==> src/verilog/tmr_defs.vh <==
// Constants for the 16-bit timer: register map, fields, modes, timing
`ifndef TMR_DEFS_VH
`define TMR_DEFS_VH

// Register port widths
`define TMR_ADDR_W      8
`define TMR_DATA_W      16

// Register byte addresses (one word each)
`define TMR_REG_CTRL    8'h00
`define TMR_REG_FORCE   8'h04
`define TMR_REG_COUNT   8'h08
`define TMR_REG_CMPA    8'h0c
`define TMR_REG_CMPB    8'h10
`define TMR_REG_CAPT    8'h14
`define TMR_REG_STATUS  8'h18
`define TMR_REG_MASK    8'h1c
`define TMR_REG_PINS    8'h20

// Control register fields
`define TMR_CTRL_WM     3:0
`define TMR_CTRL_COMA   5:4
`define TMR_CTRL_COMB   7:6
`define TMR_CTRL_CS     10:8
`define TMR_CTRL_USED   16'h07ff
`define TMR_CTRL_RST    16'h0000

// Status and mask bit positions
`define TMR_ST_OVF      0
`define TMR_ST_MATCHA   1
`define TMR_ST_MATCHB   2
`define TMR_ST_USED     16'h0007

// Waveform mode field encodings
`define TMR_WM_NORMAL   4'h0
`define TMR_WM_CTC_A    4'h4
`define TMR_WM_FPWM8    4'h5
`define TMR_WM_FPWM9    4'h6
`define TMR_WM_FPWM10   4'h7
`define TMR_WM_CTC_CAP  4'hc
`define TMR_WM_FPWM_CAP 4'he
`define TMR_WM_FPWM_A   4'hf

// Fixed top values and the counter maximum
`define TMR_TOP8        16'h00ff
`define TMR_TOP9        16'h01ff
`define TMR_TOP10       16'h03ff
`define TMR_MAX         16'hffff
`define TMR_BOTTOM      16'h0000

// Compare output mode field encodings
`define TMR_COM_NONE    2'h0
`define TMR_COM_TOGGLE  2'h1
`define TMR_COM_CLEAR   2'h2
`define TMR_COM_SET     2'h3

// Clock select codes and prescaler masks (divide by mask + 1)
`define TMR_CS_STOP     3'h0
`define TMR_CS_DIV1     3'h1
`define TMR_CS_DIV8     3'h2
`define TMR_CS_DIV64    3'h3
`define TMR_CS_DIV256   3'h4
`define TMR_CS_DIV1024  3'h5
`define TMR_PS_M1       10'h000
`define TMR_PS_M8       10'h007
`define TMR_PS_M64      10'h03f
`define TMR_PS_M256     10'h0ff
`define TMR_PS_M1024    10'h3ff

`endif

==> src/verilog/tmr_core.v <==
// 16-bit timer core: counting modes, registers, compare pins, interrupt
//
// Behaviour
// - Mode and compare fields jointly set behaviour
// - Only waveform mode changes the counting sequence
// - PWM modes: compare field picks output polarity
// - Non-PWM: match sets, clears or toggles pin
// - Mode zero counts up, never clears
// - Free-running wraps maximum straight to zero
// - Overflow flag set on wrap from maximum or at PWM top
// - Counter only sets overflow, never clears it
// - Taking overflow interrupt clears the flag
// - Count writable any time in free-running mode
// - Compare matches raise interrupts in free-running mode
// - Clear-on-match: zero on A (4) or capture (12)
// - Compare field zero: no pin action
// - New compare field acts at next match, top or force
// - Force strobe applies action now, non-PWM
// - Top below count: run to maximum, wrap
//
// The register addresses and the address-and-strobe port are this design's own decisions.
`include "tmr_defs.vh"
`default_nettype none

// One 16-bit counter with two compare channels. The waveform mode
// alone picks the counting sequence; each compare mode only picks
// what its pin does at an event. Everything is reached over a
// single-cycle register port that never makes the master wait.
module tmr_core (
    input  wire        i_clk,
    input  wire        i_rst,
    // Register port: strobes are one-cycle pulses
    input  wire [7:0]  i_addr,
    input  wire [15:0] i_wdata,
    input  wire        i_wr,
    input  wire        i_rd,
    // Overflow interrupt taken, clears that flag
    input  wire        i_irq_ack,
    // Every output below comes straight from a flop
    output reg  [15:0] o_rdata,
    output reg         o_irq,
    output wire [1:0]  o_cmp_pin
);

    // Software-visible state
    // All clear at reset: stopped clock, mode zero, no actions
    reg  [15:0] ctrl;          // Mode, compare modes, clock select
    reg  [15:0] count_value;   // Running count
    reg  [15:0] cmp_val [0:1]; // Compare values A and B
    reg  [15:0] capture_value; // Capture / alternative top value
    reg  [15:0] status;        // Sticky event flags
    reg  [15:0] mask;          // Interrupt enables

    // Decoded fields
    wire [3:0]  waveform_mode_field;
    wire [1:0]  com_field [0:1];
    wire [2:0]  clk_sel;

    // Timing and event nets
    // Events are one-cycle pulses on the system clock
    wire        tick;          // Prescaled timer clock enable
    wire        pwm;           // A modulation mode is selected
    wire [15:0] pwm_top;       // Top value in modulation modes
    wire        at_top;        // Modulation count sits on top
    wire        ctc_hit;       // Clear-on-match condition
    wire        count_wr;      // Software writes the count
    wire        ovf_evt;       // Count wraps to zero this cycle
    wire [1:0]  match_evt;     // Compare match, per channel
    wire [1:0]  force_evt;     // Force strobe, per channel
    reg  [15:0] next_count;    // Count after this edge
    reg  [15:0] next_status;   // Flags after this edge
    reg  [15:0] rd_mux;        // Read data before registering

    // True for the single-slope modulation modes only
    // Dual-slope codes are not built and step like mode zero
    function is_pwm;
        input [3:0] wm;
        begin
            is_pwm = (wm == `TMR_WM_FPWM8)    ||
                     (wm == `TMR_WM_FPWM9)    ||
                     (wm == `TMR_WM_FPWM10)   ||
                     (wm == `TMR_WM_FPWM_CAP) ||
                     (wm == `TMR_WM_FPWM_A);
        end
    endfunction

    // Address decode, shared by the write and read paths
    // Exact compare: no aliasing of the word addresses
    function hit;
        input [7:0] addr;
        input [7:0] reg_addr;
        begin
            hit = (addr == reg_addr);
        end
    endfunction

    // Field extraction
    assign waveform_mode_field = ctrl[`TMR_CTRL_WM];
    assign com_field[0]        = ctrl[`TMR_CTRL_COMA];
    assign com_field[1]        = ctrl[`TMR_CTRL_COMB];
    assign clk_sel             = ctrl[`TMR_CTRL_CS];

    // Prescaled enable for every count step
    // Shared by both channels, so they step in lockstep
    tmr_prescale u_prescale (
        .i_clk  (i_clk),
        .i_rst  (i_rst),
        .i_sel  (clk_sel),
        .o_tick (tick)
    );

    // Counting follows the waveform field alone; the compare
    // fields never reach this logic
    assign pwm = is_pwm(waveform_mode_field);

    // Modulation top: fixed widths or a software register
    // Mode 15 uses compare A directly, without a buffer
    assign pwm_top =
        (waveform_mode_field == `TMR_WM_FPWM8)    ? `TMR_TOP8  :
        (waveform_mode_field == `TMR_WM_FPWM9)    ? `TMR_TOP9  :
        (waveform_mode_field == `TMR_WM_FPWM10)   ? `TMR_TOP10 :
        (waveform_mode_field == `TMR_WM_FPWM_CAP) ? capture_value :
                                                    cmp_val[0];

    // Outside modulation modes there is no top event at all
    assign at_top = pwm && (count_value == pwm_top);

    // Equality only; a top written below the count is passed by
    // and the counter runs through maximum first
    assign ctc_hit =
        // Only modes 4 and 12 may clear, so mode zero never does
        ((waveform_mode_field == `TMR_WM_CTC_A) &&
         (count_value == cmp_val[0])) ||
        ((waveform_mode_field == `TMR_WM_CTC_CAP) &&
         (count_value == capture_value));

    // A count write takes priority over the step in its cycle
    assign count_wr = i_wr && hit(i_addr, `TMR_REG_COUNT);

    // Wrap from maximum or restart from top, on a timer step.
    // A software write of the count wins that cycle.
    // In clear-on-match a hit wins over the wrap at maximum.
    assign ovf_evt = tick && !count_wr &&
                     (((count_value == `TMR_MAX) && !ctc_hit) ||
                      at_top);

    // Next count value; holds between ticks, so a stopped clock
    // select freezes the count but leaves it writable
    always @* begin
        // Default: hold
        next_count = count_value;
        if (count_wr) begin
            // Accepted in any state, no guard
            next_count = i_wdata;
        end else if (tick) begin
            // Clear on a match or at the modulation top
            if (ctc_hit || at_top) begin
                // Clear on match only outside mode zero
                next_count = `TMR_BOTTOM;
            end else begin
                // Plain increment wraps maximum to zero
                next_count = count_value + 16'h0001;
            end
        end
    end

    // Count register
    always @(posedge i_clk or posedge i_rst) begin
        if (i_rst) begin
            // Bottom, with the clock stopped by the control reset
            count_value <= `TMR_BOTTOM;
        end else begin
            // Every edge; the hold lives in the next value
            count_value <= next_count;
        end
    end

    // Per-channel match, force decode and output unit
    // Channel 0 is compare A, channel 1 compare B
    genvar ch;
    generate
        for (ch = 0; ch < 2; ch = ch + 1) begin : g_cmp
            // Matches only on a step; a count write blocks them
            assign match_evt[ch] = tick && !count_wr &&
                                   (count_value == cmp_val[ch]);
            // Force strobe is write-only and self-clearing
            assign force_evt[ch] = i_wr &&
                                   hit(i_addr, `TMR_REG_FORCE) &&
                                   i_wdata[ch];

            // Top event is gated like a match: only on a step
            tmr_cmp_unit u_cmp (
                .i_clk   (i_clk),
                .i_rst   (i_rst),
                .i_match (match_evt[ch]),
                .i_top   (tick && !count_wr && at_top),
                .i_force (force_evt[ch]),
                .i_pwm   (pwm),
                .i_com   (com_field[ch]),
                .o_pin   (o_cmp_pin[ch])
            );
        end
    endgenerate

    // Configuration registers
    // Unused control and mask bits are dropped at the write
    always @(posedge i_clk or posedge i_rst) begin
        if (i_rst) begin
            ctrl          <= `TMR_CTRL_RST;
            cmp_val[0]    <= `TMR_BOTTOM;
            cmp_val[1]    <= `TMR_BOTTOM;
            capture_value <= `TMR_BOTTOM;
            mask          <= 16'h0000;
        end else if (i_wr) begin
            // Compare field takes effect at its next event
            if (hit(i_addr, `TMR_REG_CTRL))
                ctrl <= i_wdata & `TMR_CTRL_USED;
            // Compare A doubles as the top in modes 4 and 15
            if (hit(i_addr, `TMR_REG_CMPA))
                cmp_val[0] <= i_wdata;
            if (hit(i_addr, `TMR_REG_CMPB))
                cmp_val[1] <= i_wdata;
            // No double buffering of the top value
            if (hit(i_addr, `TMR_REG_CAPT))
                capture_value <= i_wdata;
            // Mask only gates the interrupt, never the flags
            if (hit(i_addr, `TMR_REG_MASK))
                mask <= i_wdata & `TMR_ST_USED;
        end
    end

    // Sticky flags: clears first, then sets, so an event in the
    // clearing cycle is kept
    always @* begin
        next_status = status;
        // Write one to clear; zeros leave a flag alone
        if (i_wr && hit(i_addr, `TMR_REG_STATUS))
            next_status = next_status & ~i_wdata;
        // Interrupt taken clears overflow in hardware
        if (i_irq_ack)
            next_status[`TMR_ST_OVF] = 1'b0;
        // Counter side only ever sets
        if (ovf_evt)
            next_status[`TMR_ST_OVF] = 1'b1;
        // Match flags raise interrupts in every mode
        if (match_evt[0])
            next_status[`TMR_ST_MATCHA] = 1'b1;
        if (match_evt[1])
            next_status[`TMR_ST_MATCHB] = 1'b1;
        // Unused bits always read back as zero
        next_status = next_status & `TMR_ST_USED;
    end

    // Status register and level interrupt
    always @(posedge i_clk or posedge i_rst) begin
        if (i_rst) begin
            status <= 16'h0000;
            o_irq  <= 1'b0;
        end else begin
            status <= next_status;
            // Taken from the next flags, so the level rises and
            // falls at the same edge as the flags themselves
            o_irq  <= |(next_status & mask);
        end
    end

    // Read selection; unmapped and write-only read as zero
    always @* begin
        // Default covers the force strobe and unmapped places
        rd_mux = 16'h0000;
        if (hit(i_addr, `TMR_REG_CTRL))
            rd_mux = ctrl;
        // Count as it stands before this edge's step
        if (hit(i_addr, `TMR_REG_COUNT))
            rd_mux = count_value;
        if (hit(i_addr, `TMR_REG_CMPA))
            rd_mux = cmp_val[0];
        if (hit(i_addr, `TMR_REG_CMPB))
            rd_mux = cmp_val[1];
        if (hit(i_addr, `TMR_REG_CAPT))
            rd_mux = capture_value;
        if (hit(i_addr, `TMR_REG_STATUS))
            rd_mux = status;
        if (hit(i_addr, `TMR_REG_MASK))
            rd_mux = mask;
        // Pins read back as driven, so software can poll them
        if (hit(i_addr, `TMR_REG_PINS))
            rd_mux = {14'h0, o_cmp_pin};
    end

    // Read data stands only in the cycle after the strobe
    always @(posedge i_clk or posedge i_rst) begin
        if (i_rst) begin
            o_rdata <= 16'h0000;
        end else if (i_rd) begin
            // Registered: data follows the strobe by one cycle
            o_rdata <= rd_mux;
        end else begin
            // Zero between reads keeps the bus quiet
            o_rdata <= 16'h0000;
        end
    end

endmodule
`default_nettype wire

==> src/verilog/tmr_prescale.v <==
// Prescaler producing the one-cycle timer clock enable
`include "tmr_defs.vh"
`default_nettype none

module tmr_prescale (
    input  wire       i_clk,
    input  wire       i_rst,
    input  wire [2:0] i_sel,
    output reg        o_tick
);

    reg  [9:0] div;     // Free-running divide counter
    wire [9:0] mask;    // Low bits that must all be set

    // Clock select to prescaler mask
    function [9:0] ps_mask;
        input [2:0] sel;
        begin
            case (sel)
                `TMR_CS_DIV8:    ps_mask = `TMR_PS_M8;
                `TMR_CS_DIV64:   ps_mask = `TMR_PS_M64;
                `TMR_CS_DIV256:  ps_mask = `TMR_PS_M256;
                `TMR_CS_DIV1024: ps_mask = `TMR_PS_M1024;
                default:         ps_mask = `TMR_PS_M1;
            endcase
        end
    endfunction

    assign mask = ps_mask(i_sel);

    // Shared divider; changing the select may shorten one period
    always @(posedge i_clk or posedge i_rst) begin
        if (i_rst) begin
            div    <= 10'h000;
            o_tick <= 1'b0;
        end else begin
            div    <= div + 10'h001;
            // Stopped or reserved codes give no tick
            o_tick <= (i_sel != `TMR_CS_STOP) &&
                      (i_sel <= `TMR_CS_DIV1024) &&
                      ((div & mask) == mask);
        end
    end

endmodule
`default_nettype wire

==> src/verilog/tmr_cmp_unit.v <==
// Compare output unit: drives one compare output pin
`include "tmr_defs.vh"
`default_nettype none

module tmr_cmp_unit (
    input  wire       i_clk,
    input  wire       i_rst,
    input  wire       i_match,
    input  wire       i_top,
    input  wire       i_force,
    input  wire       i_pwm,
    input  wire [1:0] i_com,
    output reg        o_pin
);

    // Mode field is read only at an event, so a new setting
    // first acts at the next match, top or force, never on the spot
    always @(posedge i_clk or posedge i_rst) begin
        if (i_rst) begin
            o_pin <= 1'b0;
        end else if (i_pwm) begin
            // Modulation: polarity chosen by the field
            if (i_com == `TMR_COM_CLEAR) begin
                // Non-inverted: set on match, cleared at top
                if (i_top)
                    o_pin <= 1'b0;
                else if (i_match)
                    o_pin <= 1'b1;
            end else if (i_com == `TMR_COM_SET) begin
                // Inverted: cleared on match, set at top
                if (i_top)
                    o_pin <= 1'b1;
                else if (i_match)
                    o_pin <= 1'b0;
            end
            // Force strobe has no effect here
        end else if (i_match || i_force) begin
            case (i_com)
                `TMR_COM_TOGGLE: o_pin <= ~o_pin;
                `TMR_COM_CLEAR:  o_pin <= 1'b0;
                `TMR_COM_SET:    o_pin <= 1'b1;
                default:         o_pin <= o_pin;
            endcase
        end
    end

endmodule
`default_nettype wire

==> config.mk <==
export PLATFORM = sky130hd
export DESIGN_NAME = tmr_core
export DESIGN_NICKNAME = d
export VERILOG_FILES = /design/src/verilog/tmr_core.v /design/src/verilog/tmr_prescale.v /design/src/verilog/tmr_cmp_unit.v
export VERILOG_INCLUDE_DIRS = /design/src /design/src/verilog
export SDC_FILE = /design/constraint.sdc
export NUM_CORES = 1
export LEC_CHECK = 0
export BUFFER_PORTS_ARGS = -buffer_cell sky130_fd_sc_hd__buf_2
export CORE_MARGIN = 2
export CORE_UTILIZATION = 61
export DETAILED_ROUTE_END_ITERATION = 7
export HOLD_SLACK_MARGIN = 0.06
export PLACE_DENSITY = 0.86
export SYNTH_ARGS = -nofsm -noshare
export SYNTH_HDL_FRONTEND = slang
export SYNTH_HIERARCHICAL = 1
export SYNTH_SLANG_ARGS = --single-unit
export TNS_END_PERCENT = 10
==> constraint.sdc <==
create_clock -name i_clk -period 3.96 [get_ports i_clk]
set_input_delay 0.792 -clock i_clk [delete_from_list [all_inputs] [get_ports i_clk]]
set_output_delay 0.792 -clock i_clk [all_outputs]
set_load 0.1 [all_outputs]
==> run metrics <==
status completed; power density over the cells 435 nW/um^2; class of the worst hold path primary input to async pin; nets@finish 783; H-tree depth 3; post-synthesis cell area 7000 um^2; post-CTS sizing 0; Worst setup EP type flip-flop; period utilization 0.871; main flop type after synthesis dfrtp_1; Multi-input gate area 3860 um^2; P_leak 3.67 nW; fill count 886; Synth warnings 6; crit path kind flip-flop to flip-flop; final antenna-violating net count 0; largest net degree at the start of global routing 53; syn_area_per_cell 9.63 um^2; Sw Share 0.356; relative slew slack 0.414; dpl hpwl 14700 um; cts hold-fix bufs 0; Starting Density 0.618; Switch Pwr 1.18 mW; Longest Clk Path Bufs 2; Core ar. 11300 um^2; worst slew pin tran 0.877 ns; RSZ-0062 raised after global routing no; chip width 111 um; via count 6201; fin area 7650 um^2; Rows 39; layout cells sized above 1 0.220; register area 2780 um^2; DP Cell Count 882; die height 111 um; GR Util met3 0.0831; Post-CTS Setup Inserts 0; setup slack after layout 0.511 ns; Pint 2.15 mW; DP Worst Slack 0.653 ns; most common cell after layout, fill and taps aside dfrtp_1; number of DRC markers in iteration 0 678; Syn Nets 760; Clock Latency Late Sink 0.37 ns; worst hold slack 0.327 ns; Final setup viols 0; vias in the first global route 5992; Clk pwr share 0.307; Setup Total Neg Slack 0 ns; First-pass DRT Iterations 5; M2 GR Usage 0.538; gr busiest metal met2; first-pass GRT wire length 33200 um; clock root buffer clkbuf_16; Power, Total 3.33 mW; Port-buffer cells 47; Avg WL per Cell 23.4 um; clock skew 0.0115 ns; # DRC 0; FF+latch count, synth 111; crit path DAT 3.69 ns; max-capacitance violation count 0; Max Clock Freq 290 MHz; CTS tree yes; Reg clk slew, reported paths 0.07 ns; CP Max Fanout 25; Mapped Cells 727; R2R Setup Slk 0.51 ns; count of final hold-check violations 0; Critical Path Start Type flip-flop; peak supply drop 374 uV; Cell Count, Final, Fillers Out 898; CTS Buf Count 9; Post-synth EDFFs 0; most frequent cells in the layout 111 x dfrtp_1, 62 x mux2_2, 52 x xor2_1, 48 x nor2_1, 47 x buf_2; # diodes 0; antenna violations before repair 0; Async SR Flop Fraction 1.00; DIE AREA 12300 um^2; Vias/cell 6.91; Area Growth Syn to Fin 9.33%; crit path time final 3.45 ns; synth unique cells 64; grt met1 use 0.458; Area after DPL 7310 um^2; I/O pin count 48; GRT Resource Usage Total 0.347; max-slew violation total from the final report 0; Seq/Total Area, Yosys 0.397; Worst Path Required 4.20 ns; power share of the sequential group 0.431; grt total ovfl 0; CTS Sinks 111; combinational fraction of design power 0.263; Placer Congestion 0.967; final core utilization 0.676; Routed WL 21000 um
metal layers:
layer,part of all wire,vias to the layer above
met5,0,-
met4,0.041,0
met3,0.090,70
met2,0.47,366
met1,0.40,3059
li1,-,2706
cells by family (layout without fill, tap and decap cells):
family | after synthesis | count (layout) | share of synthesized area
buffers and inverters | 79 | 107 | 0.0517
muxes | 85 | 85 | 0.133
AOI/OAI and AO/OA | 154 | 154 | 0.154
adders and majority gates | 4 | 4 | 0.00715
DFF | 111 | 111 | 0.397
xor gates and xnor gates | 58 | 58 | 0.0726
and+or+nand+nor | 236 | 236 | 0.185
path summary, 6_finish.rpt:
check                             startpoint              endpoint  cells past startpoint
max reg2reg                          ctrl[1]  g_cmp[1].u_cmp/o_pin                     12
max                                  ctrl[1]  g_cmp[1].u_cmp/o_pin                     12
max in group asynchronous              i_rst           cmp_val[28]                      3
min in group i_clk         u_prescale/div[9]     u_prescale/div[9]                      1
min reg2reg                u_prescale/div[9]     u_prescale/div[9]                      1
min                                    i_rst  g_cmp[0].u_cmp/o_pin                      2
cell usage after synthesis, types with 3 or more instances:
library cell    n  area share
a211oi_1        6      0.0064
a21boi_0        3      0.0032
a21o_1          7      0.0075
a21oi_1        43       0.031
a221oi_1        7      0.0088
a22oi_1        27       0.029
and2_1         11      0.0098
and3_1         12       0.011
buf_2          28       0.020
buf_4           4      0.0043
clkbuf_1       19       0.010
dfrtp_1       111        0.40
ha_1            4      0.0072
inv_1          24       0.013
mux2_2         62        0.10
mux2i_1        23       0.033
nand2_1        31       0.017
nand2b_1       16       0.014
nand3_1        24       0.017
nand4_1        17       0.015
nand4b_1        8       0.010
nor2_1         48       0.026
nor2b_1         7      0.0063
nor3_1         13      0.0093
nor3b_1         3      0.0032
nor4_1         16       0.014
o2111ai_1      10       0.013
o211ai_1       11       0.012
o21ai_0        13      0.0093
o221ai_1        5      0.0063
or2_2          10      0.0089
or3_1           4      0.0036
xnor2_1         6      0.0075
xor2_1         52       0.065
power groups by stage:
| stage | combinational (mW) | clock, mW | sequential (mW) |
|---|---|---|---|
| 3_3_place_gp | 0.833 | 0 | 1.44 |
| 4_1_cts | 0.853 | 1.03 | 1.43 |
| 5_1_grt | 0.936 | 1.07 | 1.45 |
| 6_report | 0.874 | 1.02 | 1.43 |
| 3_5_place_dp | 0.846 | 0 | 1.45 |
| 2_1_floorplan | 0.704 | 0 | 1.32 |
final cells by class:
cell class / count / area share
inverters: 24 / 0.0121
flip-flops and latches: 111 / 0.363
clock inverters: 6 / 0.0132
well taps: 143 / 0.0234
multi-input cells: 537 / 0.505
repair buffers: 67 / 0.0520
clock buffers: 10 / 0.0312
worst max-delay path, cell delays in order, from the launching register on:
cell and delay [ns]:
dfrtp_1 0.65, buf_4 0.33, or2_2 0.31, a21oi_1 0.22
mux2i_1 0.30, and4b_1 0.23, nand4_1 0.09, buf_4 0.20
nor3_1 0.26, buf_4 0.21, mux2i_1 0.08, a32oi_1 0.29
o211ai_2 0.13
state kept, by name, summed over array words and instances, names as in the netlist:
register,cells
status,3
capture_value,16
u_prescale/o_tick,1
count_value,16
o_rdata,16
ctrl,11
g_cmp.u_cmp/o_pin,2
cmp_val,32
mask,3
o_irq,1
u_prescale/div,10
Note: power is estimated with default switching activity, not from simulation.
